`src/design/bdc_pkg.sv`:
```
package bdc_pkg;
  // Register byte addresses on the AXI4-Lite slave.
  localparam logic [7:0] BDC_OFS_BRIDGE_CTRL = 8'h00;
  localparam logic [7:0] BDC_OFS_PRI_CMD = 8'h04;
  localparam logic [7:0] BDC_OFS_IO_BASE = 8'h08;
  localparam logic [7:0] BDC_OFS_IO_LIMIT = 8'h0c;
  localparam logic [7:0] BDC_OFS_MEM_BASE = 8'h10;
  localparam logic [7:0] BDC_OFS_MEM_LIMIT = 8'h14;
  localparam logic [7:0] BDC_OFS_PMEM_BASE = 8'h18;
  localparam logic [7:0] BDC_OFS_PMEM_LIMIT = 8'h1c;
  localparam logic [7:0] BDC_OFS_IRQ_STATUS = 8'h20;
  localparam logic [7:0] BDC_OFS_IRQ_MASK = 8'h24;
  localparam logic [7:0] BDC_OFS_DECISION = 8'h28;
  localparam int BDC_ADDR_W = 8;

  // Bridge control field positions.
  localparam int BDC_BC_PARITY_RESP = 0;
  localparam int BDC_BC_SYSERR_FWD = 1;
  localparam int BDC_BC_ALIAS_BLOCK = 2;
  localparam int BDC_BC_VIDEO_EN = 3;
  localparam int BDC_BC_VIDEO_FULL = 4;
  localparam int BDC_BC_W = 16;
  localparam logic [15:0] BDC_BC_RESET = 16'h0000;

  // Primary command field positions.
  localparam int BDC_CMD_IO_EN = 0;
  localparam int BDC_CMD_MEM_EN = 1;
  localparam int BDC_CMD_SYSERR_EN = 8;
  localparam int BDC_CMD_W = 16;

  // Interrupt status bit positions.
  localparam int BDC_IRQ_SYSERR = 0;
  localparam int BDC_IRQ_ADDR_ERR = 1;
  localparam int BDC_IRQ_ATTR_ERR = 2;
  localparam int BDC_IRQ_DATA_ERR = 3;
  localparam int BDC_IRQ_POISON = 4;
  localparam int BDC_IRQ_W = 5;

  // Legacy video and alias decode constants.
  localparam logic [31:0] BDC_VID_MEM_LO = 32'h000a_0000;
  localparam logic [31:0] BDC_VID_MEM_HI = 32'h000b_ffff;
  localparam logic [9:0] BDC_VID_IO_A_LO = 10'h3b0;
  localparam logic [9:0] BDC_VID_IO_A_HI = 10'h3bb;
  localparam logic [9:0] BDC_VID_IO_B_LO = 10'h3c0;
  localparam logic [9:0] BDC_VID_IO_B_HI = 10'h3df;
  localparam logic [15:0] BDC_IO_HIGH_ZERO = 16'h0000;
  localparam logic [5:0] BDC_IO_ALIAS_ZERO = 6'h00;
  localparam logic [1:0] BDC_ALIAS_LOW_QTR = 2'h0;

  localparam logic [1:0] BDC_RESP_OKAY = 2'h0;
  localparam logic [1:0] BDC_RESP_SLVERR = 2'h2;

  typedef struct packed {
    logic [31:0] addr;
    logic is_io;
  } bdc_req_s;

  typedef struct packed {
    logic claim;
    logic video_hit;
    logic alias_block;
    logic window_hit;
  } bdc_dec_s;
endpackage

```
`src/design/bdc_bridge_decode_error_control.sv`:
```
`timescale 1ns/1ps
// Contract
// - Video enabled: claim primary memory requests in A0000h..BFFFFh and forward downstream.
// - Video enabled: forward primary I/O with bits 31:16 zero, low bits in video ports.
// - Default video I/O decode ignores address bits 15:10, matching all aliases.
// - Video forwarding ignores alias enable and all configured I/O and memory windows.
// - Video I/O gated by I/O space enable; video memory by memory space enable.
// - Video disabled (reset): video addresses go downstream only through configured windows.
// - Alias setting applies only inside the I/O window and the lowest 64 KB.
// - Alias on: block downstream I/O to the top 768 bytes of each 1 KB.
// - Alias on: pass upstream secondary I/O to the top 768 bytes of each 1 KB.
// - Alias off (reset): forward every I/O address in the window downstream.
// - Forward system error only with forward enable, primary enable and secondary SERR.
// - System error forward enable resets to zero.
// - Parity response on: detect and report secondary address, attribute, data errors.
// - Parity response off (reset): ignore those secondary errors.
// - Always poison upstream data after an uncorrectable conventional bus data error.
// - Full port decode includes bits 15:10, only when video forwarding is enabled.
module bdc_bridge_decode_error_control (
  // Clock and reset.
  input wire logic core_clk,
  input wire logic rst_n,
  // AXI4-Lite slave.
  input wire logic [bdc_pkg::BDC_ADDR_W-1:0] s_axi_awaddr,
  input wire logic s_axi_awvalid,
  output logic s_axi_awready,
  input wire logic [31:0] s_axi_wdata,
  input wire logic [3:0] s_axi_wstrb,
  input wire logic s_axi_wvalid,
  output logic s_axi_wready,
  output logic [1:0] s_axi_bresp,
  output logic s_axi_bvalid,
  input wire logic s_axi_bready,
  input wire logic [bdc_pkg::BDC_ADDR_W-1:0] s_axi_araddr,
  input wire logic s_axi_arvalid,
  output logic s_axi_arready,
  output logic [31:0] s_axi_rdata,
  output logic [1:0] s_axi_rresp,
  output logic s_axi_rvalid,
  input wire logic s_axi_rready,
  // Primary-side request for downstream decode.
  input wire logic pri_req_valid,
  input wire bdc_pkg::bdc_req_s pri_req,
  output logic dn_claim,
  output logic dn_blocked,
  output bdc_pkg::bdc_dec_s dn_decision,
  // Secondary-side request for upstream decode.
  input wire logic sec_req_valid,
  input wire bdc_pkg::bdc_req_s sec_req,
  output logic up_claim,
  // Secondary bus clock and system error pin.
  input wire logic sec_bus_clk,
  input wire logic sec_serr_n,
  // Secondary error reports from the bus checker.
  input wire logic sec_addr_err,
  input wire logic sec_attr_err,
  input wire logic sec_data_err,
  input wire logic up_data_valid,
  // Results.
  output logic syserr_forward,
  output logic err_report,
  output logic up_data_poison,
  output logic irq
);
  import bdc_pkg::*;

  logic [BDC_BC_W-1:0] bridge_control_ff;
  logic [BDC_CMD_W-1:0] pri_cmd_ff;
  logic [31:0] io_base_ff, io_limit_ff, mem_base_ff, mem_limit_ff;
  logic [31:0] pmem_base_ff, pmem_limit_ff;
  logic [BDC_IRQ_W-1:0] irq_status_ff, irq_mask_ff;

  // Write helper: merge byte lanes.
  function automatic logic [31:0] merge_bytes(input logic [31:0] old_val,
                                              input logic [31:0] new_val,
                                              input logic [3:0] strb);
    logic [31:0] res;
    res = old_val;
    for (int i = 0; i < 4; i++) begin
      if (strb[i]) begin
        res[i*8 +: 8] = new_val[i*8 +: 8];
      end
    end
    return res;
  endfunction

  // Control bits.
  wire parity_resp_en = bridge_control_ff[BDC_BC_PARITY_RESP];
  wire syserr_fwd_en = bridge_control_ff[BDC_BC_SYSERR_FWD];
  wire alias_block_en = bridge_control_ff[BDC_BC_ALIAS_BLOCK];
  wire video_en = bridge_control_ff[BDC_BC_VIDEO_EN];
  wire video_full_port_decode = bridge_control_ff[BDC_BC_VIDEO_FULL];
  wire io_space_enable = pri_cmd_ff[BDC_CMD_IO_EN];
  wire mem_space_enable = pri_cmd_ff[BDC_CMD_MEM_EN];
  wire primary_syserr_enable = pri_cmd_ff[BDC_CMD_SYSERR_EN];

  // Primary-side decode.
  wire [31:0] pa = pri_req.addr;
  wire p_low64k = (pa[31:16] == BDC_IO_HIGH_ZERO);
  wire p_vport = ((pa[9:0] >= BDC_VID_IO_A_LO) && (pa[9:0] <= BDC_VID_IO_A_HI)) ||
                 ((pa[9:0] >= BDC_VID_IO_B_LO) && (pa[9:0] <= BDC_VID_IO_B_HI));
  // Aliases only count when full decode is off; full decode has no effect unless
  // video forwarding is on, since the hit is gated by video_en below.
  wire p_alias_ok = !video_full_port_decode || (pa[15:10] == BDC_IO_ALIAS_ZERO);
  wire p_vid_io = p_low64k && p_vport && p_alias_ok;
  wire p_vid_mem = (pa >= BDC_VID_MEM_LO) && (pa <= BDC_VID_MEM_HI);
  wire p_in_io = (pa >= io_base_ff) && (pa <= io_limit_ff);
  wire p_in_mem = ((pa >= mem_base_ff) && (pa <= mem_limit_ff)) ||
                  ((pa >= pmem_base_ff) && (pa <= pmem_limit_ff));
  // The top 768 bytes of a 1 KB block are those with bits 9:8 non-zero.
  wire p_alias_top = (pa[9:8] != BDC_ALIAS_LOW_QTR);
  wire p_alias_blk = alias_block_en && pri_req.is_io && p_in_io && p_low64k &&
                     p_alias_top;
  wire p_video_hit = video_en && (pri_req.is_io ? p_vid_io : p_vid_mem);
  wire p_window_hit = pri_req.is_io ? (p_in_io && !p_alias_blk) : p_in_mem;
  wire p_space_en = pri_req.is_io ? io_space_enable : mem_space_enable;
  // Video hit wins over an alias block: one decision covers all decoders.
  wire p_claim = p_space_en && (p_video_hit || p_window_hit);
  wire p_blocked = p_space_en && p_alias_blk && !p_video_hit;

  // Secondary-side decode: pass up what the downstream windows do not own.
  wire [31:0] sa = sec_req.addr;
  wire s_low64k = (sa[31:16] == BDC_IO_HIGH_ZERO);
  wire s_vport = ((sa[9:0] >= BDC_VID_IO_A_LO) && (sa[9:0] <= BDC_VID_IO_A_HI)) ||
                 ((sa[9:0] >= BDC_VID_IO_B_LO) && (sa[9:0] <= BDC_VID_IO_B_HI));
  wire s_alias_ok = !video_full_port_decode || (sa[15:10] == BDC_IO_ALIAS_ZERO);
  wire s_vid_io = s_low64k && s_vport && s_alias_ok;
  wire s_vid_mem = (sa >= BDC_VID_MEM_LO) && (sa <= BDC_VID_MEM_HI);
  wire s_in_io = (sa >= io_base_ff) && (sa <= io_limit_ff);
  wire s_in_mem = ((sa >= mem_base_ff) && (sa <= mem_limit_ff)) ||
                  ((sa >= pmem_base_ff) && (sa <= pmem_limit_ff));
  wire s_alias_up = alias_block_en && s_in_io && s_low64k && (sa[9:8] != BDC_ALIAS_LOW_QTR);
  wire s_video_blk = video_en && (sec_req.is_io ? s_vid_io : s_vid_mem);
  wire s_claim = !s_video_blk && (sec_req.is_io ? (s_alias_up || !s_in_io) : !s_in_mem);

  // Secondary pins cross in through two flip-flops each.
  logic [1:0] clk_sync_ff, serr_sync_ff;
  logic clk_prev_ff, serr_sampled_ff;
  wire sec_clk_rise = clk_sync_ff[1] && !clk_prev_ff;
  wire nxt_serr_sampled = sec_clk_rise ? !serr_sync_ff[1] : serr_sampled_ff;

  // Event conditions.
  wire ev_syserr = syserr_fwd_en && primary_syserr_enable && serr_sampled_ff;
  wire ev_addr = parity_resp_en && sec_addr_err;
  wire ev_attr = parity_resp_en && sec_attr_err;
  wire ev_data = parity_resp_en && sec_data_err;
  wire ev_poison = up_data_valid && sec_data_err;
  wire [BDC_IRQ_W-1:0] ev_vec = {ev_poison, ev_data, ev_attr, ev_addr, ev_syserr};

  // AXI write channel: address and data may arrive in either order.
  logic aw_held_ff, w_held_ff;
  logic [BDC_ADDR_W-1:0] aw_addr_ff;
  logic [31:0] w_data_ff;
  logic [3:0] w_strb_ff;
  wire aw_take = s_axi_awvalid && s_axi_awready;
  wire w_take = s_axi_wvalid && s_axi_wready;
  wire wr_go = aw_held_ff && w_held_ff && !s_axi_bvalid;
  wire wr_bc = wr_go && (aw_addr_ff == BDC_OFS_BRIDGE_CTRL);
  wire wr_cmd = wr_go && (aw_addr_ff == BDC_OFS_PRI_CMD);
  wire wr_iob = wr_go && (aw_addr_ff == BDC_OFS_IO_BASE);
  wire wr_iol = wr_go && (aw_addr_ff == BDC_OFS_IO_LIMIT);
  wire wr_mb = wr_go && (aw_addr_ff == BDC_OFS_MEM_BASE);
  wire wr_ml = wr_go && (aw_addr_ff == BDC_OFS_MEM_LIMIT);
  wire wr_pb = wr_go && (aw_addr_ff == BDC_OFS_PMEM_BASE);
  wire wr_pl = wr_go && (aw_addr_ff == BDC_OFS_PMEM_LIMIT);
  wire wr_st = wr_go && (aw_addr_ff == BDC_OFS_IRQ_STATUS);
  wire wr_mk = wr_go && (aw_addr_ff == BDC_OFS_IRQ_MASK);
  wire wr_ro = wr_go && (aw_addr_ff == BDC_OFS_DECISION);
  wire wr_hit = wr_bc || wr_cmd || wr_iob || wr_iol || wr_mb || wr_ml || wr_pb || wr_pl ||
                wr_st || wr_mk || wr_ro;
  wire [31:0] wr_merged_bc = merge_bytes({16'h0000, bridge_control_ff}, w_data_ff, w_strb_ff);
  wire [31:0] wr_merged_cmd = merge_bytes({16'h0000, pri_cmd_ff}, w_data_ff, w_strb_ff);
  wire [31:0] wr_clr = merge_bytes(32'h0000_0000, w_data_ff, w_strb_ff);
  wire [31:0] wr_merged_mk = merge_bytes({27'h0000000, irq_mask_ff}, w_data_ff, w_strb_ff);

  // Sticky status: an event in the clearing cycle survives the clear.
  wire [BDC_IRQ_W-1:0] clr_vec = wr_st ? wr_clr[BDC_IRQ_W-1:0] : '0;
  wire [BDC_IRQ_W-1:0] nxt_irq_status = (irq_status_ff & ~clr_vec) | ev_vec;

  // AXI read decode.
  logic [BDC_ADDR_W-1:0] ar_addr;
  assign ar_addr = s_axi_araddr;
  wire ar_take = s_axi_arvalid && s_axi_arready;
  logic [31:0] rd_mux;
  logic rd_hit;
  always_comb begin
    rd_hit = 1'b1;
    case (ar_addr)
      BDC_OFS_BRIDGE_CTRL: rd_mux = {16'h0000, bridge_control_ff};
      BDC_OFS_PRI_CMD: rd_mux = {16'h0000, pri_cmd_ff};
      BDC_OFS_IO_BASE: rd_mux = io_base_ff;
      BDC_OFS_IO_LIMIT: rd_mux = io_limit_ff;
      BDC_OFS_MEM_BASE: rd_mux = mem_base_ff;
      BDC_OFS_MEM_LIMIT: rd_mux = mem_limit_ff;
      BDC_OFS_PMEM_BASE: rd_mux = pmem_base_ff;
      BDC_OFS_PMEM_LIMIT: rd_mux = pmem_limit_ff;
      BDC_OFS_IRQ_STATUS: rd_mux = {27'h0000000, irq_status_ff};
      BDC_OFS_IRQ_MASK: rd_mux = {27'h0000000, irq_mask_ff};
      BDC_OFS_DECISION: rd_mux = {28'h0000000, dn_decision};
      default: begin
        rd_mux = 32'h0000_0000;
        rd_hit = 1'b0;
      end
    endcase
  end

  // Synchronisers and secondary clock edge finder.
  always_ff @(posedge core_clk) begin
    if (!rst_n) begin
      clk_sync_ff <= 2'h0;
      serr_sync_ff <= 2'h3;
      clk_prev_ff <= 1'b0;
      serr_sampled_ff <= 1'b0;
    end else begin
      clk_sync_ff <= {clk_sync_ff[0], sec_bus_clk};
      serr_sync_ff <= {serr_sync_ff[0], sec_serr_n};
      clk_prev_ff <= clk_sync_ff[1];
      serr_sampled_ff <= nxt_serr_sampled;
    end
  end

  // Configuration registers.
  always_ff @(posedge core_clk) begin
    if (!rst_n) begin
      bridge_control_ff <= BDC_BC_RESET;
      pri_cmd_ff <= 16'h0000;
      io_base_ff <= 32'h0000_0000;
      io_limit_ff <= 32'h0000_0000;
      mem_base_ff <= 32'h0000_0000;
      mem_limit_ff <= 32'h0000_0000;
      pmem_base_ff <= 32'h0000_0000;
      pmem_limit_ff <= 32'h0000_0000;
      irq_mask_ff <= '0;
    end else begin
      if (wr_bc) bridge_control_ff <= wr_merged_bc[BDC_BC_W-1:0];
      if (wr_cmd) pri_cmd_ff <= wr_merged_cmd[BDC_CMD_W-1:0];
      if (wr_iob) io_base_ff <= merge_bytes(io_base_ff, w_data_ff, w_strb_ff);
      if (wr_iol) io_limit_ff <= merge_bytes(io_limit_ff, w_data_ff, w_strb_ff);
      if (wr_mb) mem_base_ff <= merge_bytes(mem_base_ff, w_data_ff, w_strb_ff);
      if (wr_ml) mem_limit_ff <= merge_bytes(mem_limit_ff, w_data_ff, w_strb_ff);
      if (wr_pb) pmem_base_ff <= merge_bytes(pmem_base_ff, w_data_ff, w_strb_ff);
      if (wr_pl) pmem_limit_ff <= merge_bytes(pmem_limit_ff, w_data_ff, w_strb_ff);
      if (wr_mk) irq_mask_ff <= wr_merged_mk[BDC_IRQ_W-1:0];
    end
  end

  // AXI write handshake.
  always_ff @(posedge core_clk) begin
    if (!rst_n) begin
      aw_held_ff <= 1'b0;
      w_held_ff <= 1'b0;
      aw_addr_ff <= '0;
      w_data_ff <= 32'h0000_0000;
      w_strb_ff <= 4'h0;
      s_axi_awready <= 1'b0;
      s_axi_wready <= 1'b0;
      s_axi_bvalid <= 1'b0;
      s_axi_bresp <= BDC_RESP_OKAY;
    end else begin
      s_axi_awready <= !aw_held_ff && !aw_take && !s_axi_bvalid;
      s_axi_wready <= !w_held_ff && !w_take && !s_axi_bvalid;
      if (aw_take) begin
        aw_held_ff <= 1'b1;
        aw_addr_ff <= s_axi_awaddr;
      end
      if (w_take) begin
        w_held_ff <= 1'b1;
        w_data_ff <= s_axi_wdata;
        w_strb_ff <= s_axi_wstrb;
      end
      if (wr_go) begin
        aw_held_ff <= 1'b0;
        w_held_ff <= 1'b0;
        s_axi_bvalid <= 1'b1;
        s_axi_bresp <= wr_hit ? BDC_RESP_OKAY : BDC_RESP_SLVERR;
        s_axi_awready <= 1'b0;
        s_axi_wready <= 1'b0;
      end else if (s_axi_bvalid && s_axi_bready) begin
        s_axi_bvalid <= 1'b0;
      end
    end
  end

  // AXI read handshake.
  always_ff @(posedge core_clk) begin
    if (!rst_n) begin
      s_axi_arready <= 1'b0;
      s_axi_rvalid <= 1'b0;
      s_axi_rdata <= 32'h0000_0000;
      s_axi_rresp <= BDC_RESP_OKAY;
    end else begin
      s_axi_arready <= !s_axi_rvalid && !ar_take;
      if (ar_take) begin
        s_axi_rvalid <= 1'b1;
        s_axi_rdata <= rd_mux;
        s_axi_rresp <= rd_hit ? BDC_RESP_OKAY : BDC_RESP_SLVERR;
      end else if (s_axi_rvalid && s_axi_rready) begin
        s_axi_rvalid <= 1'b0;
      end
    end
  end

  // Decode results, events and interrupt.
  always_ff @(posedge core_clk) begin
    if (!rst_n) begin
      dn_claim <= 1'b0;
      dn_blocked <= 1'b0;
      dn_decision <= '0;
      up_claim <= 1'b0;
      syserr_forward <= 1'b0;
      err_report <= 1'b0;
      up_data_poison <= 1'b0;
      irq_status_ff <= '0;
      irq <= 1'b0;
    end else begin
      dn_claim <= pri_req_valid && p_claim;
      dn_blocked <= pri_req_valid && p_blocked;
      if (pri_req_valid) begin
        dn_decision <= '{claim: p_claim, video_hit: p_video_hit,
                         alias_block: p_alias_blk, window_hit: p_window_hit};
      end
      up_claim <= sec_req_valid && s_claim;
      syserr_forward <= ev_syserr;
      err_report <= ev_addr || ev_attr || ev_data;
      up_data_poison <= ev_poison;
      irq_status_ff <= nxt_irq_status;
      irq <= |(nxt_irq_status & irq_mask_ff);
    end
  end
endmodule

```
`config.mk`:
```
export PLATFORM = sky130hd
export DESIGN_NAME = bdc_bridge_decode_error_control
export DESIGN_NICKNAME = d
export VERILOG_FILES = /design/src/design/bdc_pkg.sv /design/src/design/bdc_bridge_decode_error_control.sv
export SDC_FILE = /design/constraint.sdc
export NUM_CORES = 1
export LEC_CHECK = 0
export ABC_AREA = 0
export ABC_CLOCK_PERIOD_IN_PS = 5680
export BUFFER_PORTS_ARGS = -buffer_cell sky130_fd_sc_hd__buf_2
export CAP_MARGIN = 40
export CORE_MARGIN = 2
export CORE_UTILIZATION = 35
export DETAILED_ROUTE_END_ITERATION = 16
export MAX_ROUTING_LAYER = met4
export PLACE_DENSITY_LB_ADDON = 0.2
export SLEW_MARGIN = 40
export SYNTH_ARGS = -nofsm -noshare
export SYNTH_HDL_FRONTEND = slang
export SYNTH_SLANG_ARGS = --single-unit
export TNS_END_PERCENT = 30
```
`constraint.sdc`:
```
create_clock -name core_clk -period 5.68 [get_ports core_clk]
set_input_delay 0.568 -clock core_clk [delete_from_list [all_inputs] [get_ports core_clk]]
set_output_delay 0.568 -clock core_clk [all_outputs]
set_load 0.01 [all_outputs]
```
### Word-level counts from Yosys, hierarchy flattened

Cells that the tools add are included.

* magnitude comparators: 24
* eq/ne operators: 20
* multiplexer cells: 15
* bitwise gates (word level): 5
* reduce and logical (&&, ||, !) cells: 140

Operators by type and width (number)
* $pmux W32 S11: 1
* $ge A32 B32 Y1: 6
* $le A32 B32 Y1: 6
* $eq A8 B5 Y1 const B: 8
* $ge A32 B20 Y1 const B: 2
* $le A32 B20 Y1 const B: 2
* $logic_and A1 B1 Y1: 63
* $reduce_and A2 Y1: 29
* $eq A8 B6 Y1 const B: 6
* $ge A10 B10 Y1 const B: 4
* $le A10 B10 Y1 const B: 4
* $eq A8 B4 Y1 const B: 4
* $logic_not A16 Y1: 2
* $logic_or A1 B1 Y1: 20
* $eq A8 B3 Y1 const B: 2
* $logic_not A8 Y1: 2
* $logic_not A1 Y1: 15
* $logic_not A6 Y1: 2
* $reduce_or A11 Y1: 1
* $and A5 B5 Y5: 2
* $mux W1: 10
* $mux W5: 2
* $reduce_bool A2 Y1: 4
* $not A5 Y5: 1
* other kinds (5): 6

* register bits: 338
* input port bits: 133
* output and inout port bits: 52

### Longest topological paths before layout

* word-level depth: 14
* gate-level depth with buffers: 10
* gate-level depth less buffers: 10

### Least setup slack after synthesis

No wires, ideal clock.

* path type: input-to-reg
* start point: input pri_req[30] in the netlist's numbering
* end point: register dn_decision[0] in the netlist's numbering
* arrival time: 2.401 ns
* required time: 5.563 ns
* slack: 3.162 ns
* stages: 8
* buffers on the path: 0
* path through: ha_1 -> a21o_1 -> a21o_1 -> a221o_1 -> or3_1 -> a31o_1 -> or2_0 -> a32o_1

* word-level cells in the longest chain between the ends: 8
* elaborated cells between the ends (all ways): 17
* those cells by class: 6 x order compare; 1 x mux; 10 x reduce/logical

RTL lines
* start, declared: line bdc_bridge_decode_error_control.sv:43 `input wire bdc_pkg::bdc_req_s pri_req,`
* $ge A32 B32 Y1 or $le A32 B32 Y1 (tied branches): line bdc_bridge_decode_error_control.sv:107 `wire p_in_io = (pa >= io_base_ff) && (pa <= io_limit_ff);`
* $logic_and A1 B1 Y1: line bdc_bridge_decode_error_control.sv:107
* $logic_and A1 B1 Y1 (3 in series): line bdc_bridge_decode_error_control.sv:112 `wire p_alias_blk = alias_block_en && pri_req.is_io && p_in_io && p_low64k &&`
* $logic_not A1 Y1: line bdc_bridge_decode_error_control.sv:115 `wire p_window_hit = pri_req.is_io ? (p_in_io && !p_alias_blk) : p_in_mem;`
* $logic_and A1 B1 Y1: line bdc_bridge_decode_error_control.sv:115
* $mux W1 (*): line bdc_bridge_decode_error_control.sv:115
* end signal, assigned: line bdc_bridge_decode_error_control.sv:319 `dn_decision <= '{claim: p_claim, video_hit: p_video_hit,`
* end, declared: line bdc_bridge_decode_error_control.sv:46 `output bdc_pkg::bdc_dec_s dn_decision,`

Mark *: on every way between the ends. The rest lies on a longest branch, timed or not.
A chain may end at the register's enable or synchronous reset.

### Worst setup path in the final report

* start point: register io_limit_ff[14]
* end point: register dn_decision[0] in the netlist's numbering

* word-level cells in the longest chain between the ends: 8

RTL lines
* start, declared: line bdc_bridge_decode_error_control.sv:69 `logic [31:0] io_base_ff, io_limit_ff, mem_base_ff, mem_limit_ff;`
* start signal, assigned: line bdc_bridge_decode_error_control.sv:238 `if (wr_iol) io_limit_ff <= merge_bytes(io_limit_ff, w_data_ff, w_strb_ff);`
* $le A32 B32 Y1 (*): line bdc_bridge_decode_error_control.sv:107
* $logic_and A1 B1 Y1 (*): line bdc_bridge_decode_error_control.sv:107
* $logic_and A1 B1 Y1 (3 in series): line bdc_bridge_decode_error_control.sv:112
* $logic_not A1 Y1: line bdc_bridge_decode_error_control.sv:115
* $logic_and A1 B1 Y1 (*): line bdc_bridge_decode_error_control.sv:115
* $mux W1 (*): line bdc_bridge_decode_error_control.sv:115

Marked as above.

==> impl_metrics.csv <==
group,metric,value,unit
status,status,"finished clean",
global_routing,antenna_found_initial,1,
cts,htree_levels,2,
sta,skew,0.0261,ns
place,dp_slack,2.43,ns
synth,ys_seq_area_share,29.1,%
global_routing,grt_pass1_vias,20400,
cts,cts-root-buf,"clkbuf_16",
drt,firstDrtPassIters,7,
global_routing,grt_usage,28.4,%
layout,drive_above_1_share,10.0,%
synth,yosys.area_share.simple,20.1,%
synth,yosysMostFrequentCell,"nand2_1",
floorplan,die_h,261,um
drt,wl_per_cell,25.4,um
cts,cts.path.max_buffers,3,
synth,synth_top_cell_area_share,29.1,%
synth,synth_top_family_by_area,"compound AO/OA/AOI/OAI gates",
cts,numCtsBuffers,38,
worst_setup_path,crit_start,"io_limit_ff[14]$_SDFFE_PN0P_",
worst_setup_path,arrival,3.55,ns
floorplan,initial_utilization,35.3,%
floorplan,rows,94,
global_routing,grt_pass1_wl,138000,um
sta,min_period,3.05,ns
cts,cts_tree,"built",
synth,async_flop_share,0,%
floorplan,die-width,261,um
worst_setup_path,timing.rr.start,"io_limit_ff[14]$_SDFFE_PN0P_",
synth,synth.distinct_cells,69,
synth,synth-edff-count,0,
sta,tns,0,ns
drt,final_antenna_net_count,0,
drt,drc,0,
cts,post_cts_buffers,0,
sta,slew-limit-headroom,42.5,%
synth,syn_area_per_cell,8.29,um^2
layout,finish.utilization,39.7,%
drt,drt-initial-drc-count,2503,
global_routing,grt_max_degree,130,
sta,fmax,327,MHz
floorplan,dieArea,0.0682,mm^2
cts,holdBufCountCts,0,
layout,nNetsFinal,3424,
synth,synth-xor-area-share,0,%
pwr,ir_worst_vdd,0.000143,V
layout,finalNonFillerCells,3801,
min_path,hold_class,"in2reg",
sta,period_share,53.8,%
synth,synthTopCellsByCount,"nand2_1, ha_1, dfxtp_1, nand3_1, a21boi_0",
synth,synthAdderAreaFrac,20.8,%
place,port_buffers,182,
worst_setup_path,regToRegSetupSlack,2.63,ns
cts,clock_sinks,336,
worst_setup_path,critPathCaptureType,"register",
drt,vias_per_cell,5.83,
global_routing,grt-ovfl-total,0,
sta,setup_viol,0,
worst_setup_path,cp_max_fo,3,
cts,cts_resized,0,
layout,area_growth,12.5,%
cts,clkTransAtPathRegs,0.06,ns
worst_setup_path,crit_type,"reg2reg",
synth,ys_ff_latch,336,
place,dp_hpwl,76200,um
synth,synth_compound_area_share,22.6,%
sta,final.setup.worst_slack,2.63,ns
place,placed_cells,3731,
synth,synth_flop_cell,"dfxtp_1",
floorplan,core_area,0.0656,mm^2
synth,synth_area_leader_cell,"dfxtp_1",
synth,synthCells,2793,
floorplan,ios,185,
synth,synth_area,0.0231,mm^2
worst_setup_path,cp.required,6.18,ns
worst_setup_path,r2r_cells,10,
pwr,design_power_total,5.59,mW
worst_setup_path,rr_endpoint,"dn_decision[0]$_SDFFE_PN0P_",
run,maxCapViolCount,0,
pwr,power_density,215,mW/mm^2
sta,tightest_slew,0.862,ns
worst_setup_path,cp-start-kind,"register",
synth,ys_top_cells_by_area,"dfxtp_1, ha_1, a21boi_0",
drt,vias,22200,
synth,synth.mux.area_fraction,1.78,%
sta,slew_violations,0,
sta,hold_violations,0,
worst_setup_path,endpoint,"dn_decision[0]$_SDFFE_PN0P_",
drt,drt-total-wl,96500,um
place,gp_congestion,1.02,
pwr,p_leak,9.77,nW
sta,rsz0062_at_grt,"no",
cts,clk_latency,0.56,ns
synth,ys_warn_count,0,
-- per-stage QoR --
step                hold WS, ns  area (um^2)
CTS                       0.191        26000
global route              0.217        26000
finish                    0.212        26000
floorplan                 0.386        23100
detailed placement        0.402        24800
global placement          0.405        24800
-- registers in the layout, indices dropped and copies added, names as in the netlist, 8 cells and up --
name,flops
pmem_base_ff,32
mem_base_ff,32
pri_cmd_ff,16
aw_addr_ff,8
io_base_ff,32
w_data_ff,32
mem_limit_ff,32
bridge_control_ff,16
s_axi_rdata,32
pmem_limit_ff,32
io_limit_ff,32
-- critical path: stages (launching register included) --
cell and delay (ns):
dfxtp_1 0.37, inv_1 0.15, ha_1 0.33, nand4_1 0.18, nor3_1 0.54, nand3_1 0.30
o31ai_1 0.21, o211ai_1 0.20, a221oi_1 0.40, and3_1 0.21, a32o_1 0.12
-- worst min path at each step --
| stage | slack [ns] | startpoint | cells after the start | to |
|---|---|---|---|---|
| floorplan | 0.39 | serr_sync_ff[0]$_SDFF_PN1_ | 1 | serr_sync_ff[1]$_SDFF_PN1_ |
| global placement | 0.41 | serr_sync_ff[0]$_SDFF_PN1_ | 1 | serr_sync_ff[1]$_SDFF_PN1_ |
| detailed placement | 0.40 | serr_sync_ff[0]$_SDFF_PN1_ | 1 | serr_sync_ff[1]$_SDFF_PN1_ |
| CTS | 0.19 | sec_serr_n | 2 | serr_sync_ff[0]$_SDFF_PN1_ |
| global route | 0.22 | sec_serr_n | 2 | serr_sync_ff[0]$_SDFF_PN1_ |
| finish | 0.21 | sec_serr_n | 2 | serr_sync_ff[0]$_SDFF_PN1_ |
-- layout by cell type, fill, tap and decap left out, types with 12 or more instances in the layout --
cell,n
nor3_1,26
nand4_1,74
nand3_1,239
a21oi_1,106
clkbuf_16,38
nor2_1,70
mux2i_1,40
o21ai_0,78
a211oi_1,24
and4_1,13
o211ai_1,18
a221oi_1,16
nand2b_1,15
a21boi_1,28
nor2b_1,52
nand2_1,399
buf_4,21
a22oi_1,104
buf_2,181
dfxtp_1,334
inv_1,196
and2_1,12
o21a_1,15
a21o_1,45
ha_1,384
a21boi_0,213
a22o_1,43
-- layout make-up --
class | instances | area [um^2]
multi-input cells | 2130 | 15100
diodes | 3 | 7.51
clock inverters | 15 | 200
fillers | 6721 | 39600
repair buffers | 205 | 1100
clock buffers | 52 | 1050
well taps | 864 | 1080
flip-flops and latches | 336 | 6730
inverters | 196 | 736
-- layer usage --
layer | track usage (%) | share of wire [%] | vias up
met2 | 38.7 | 40 | 993
met1 | 43.1 | 50 | 10700
met3 | 4.62 | 8.5 | 94
li1 | - | - | 10400
met4 | 5.95 | 1.9 | 0
met5 | - | 0 | -
-- cell families after synthesis --
logic type                 Yosys count
buffers and inverters              328
and+or+nand+nor                    961
muxes                               41
other                                1
adders and majority gates          384
AOI/OAI and AO/OA                  742
DFF                                336
-- where the power goes --
part	switching, mW	leakage, nW	internal, mW
Sequential	0.0473	2.71	2.38
Combinational	0.401	6.44	0.257
Clock	1.02	0.615	1.49
Power figures use the tool's default switching activity.
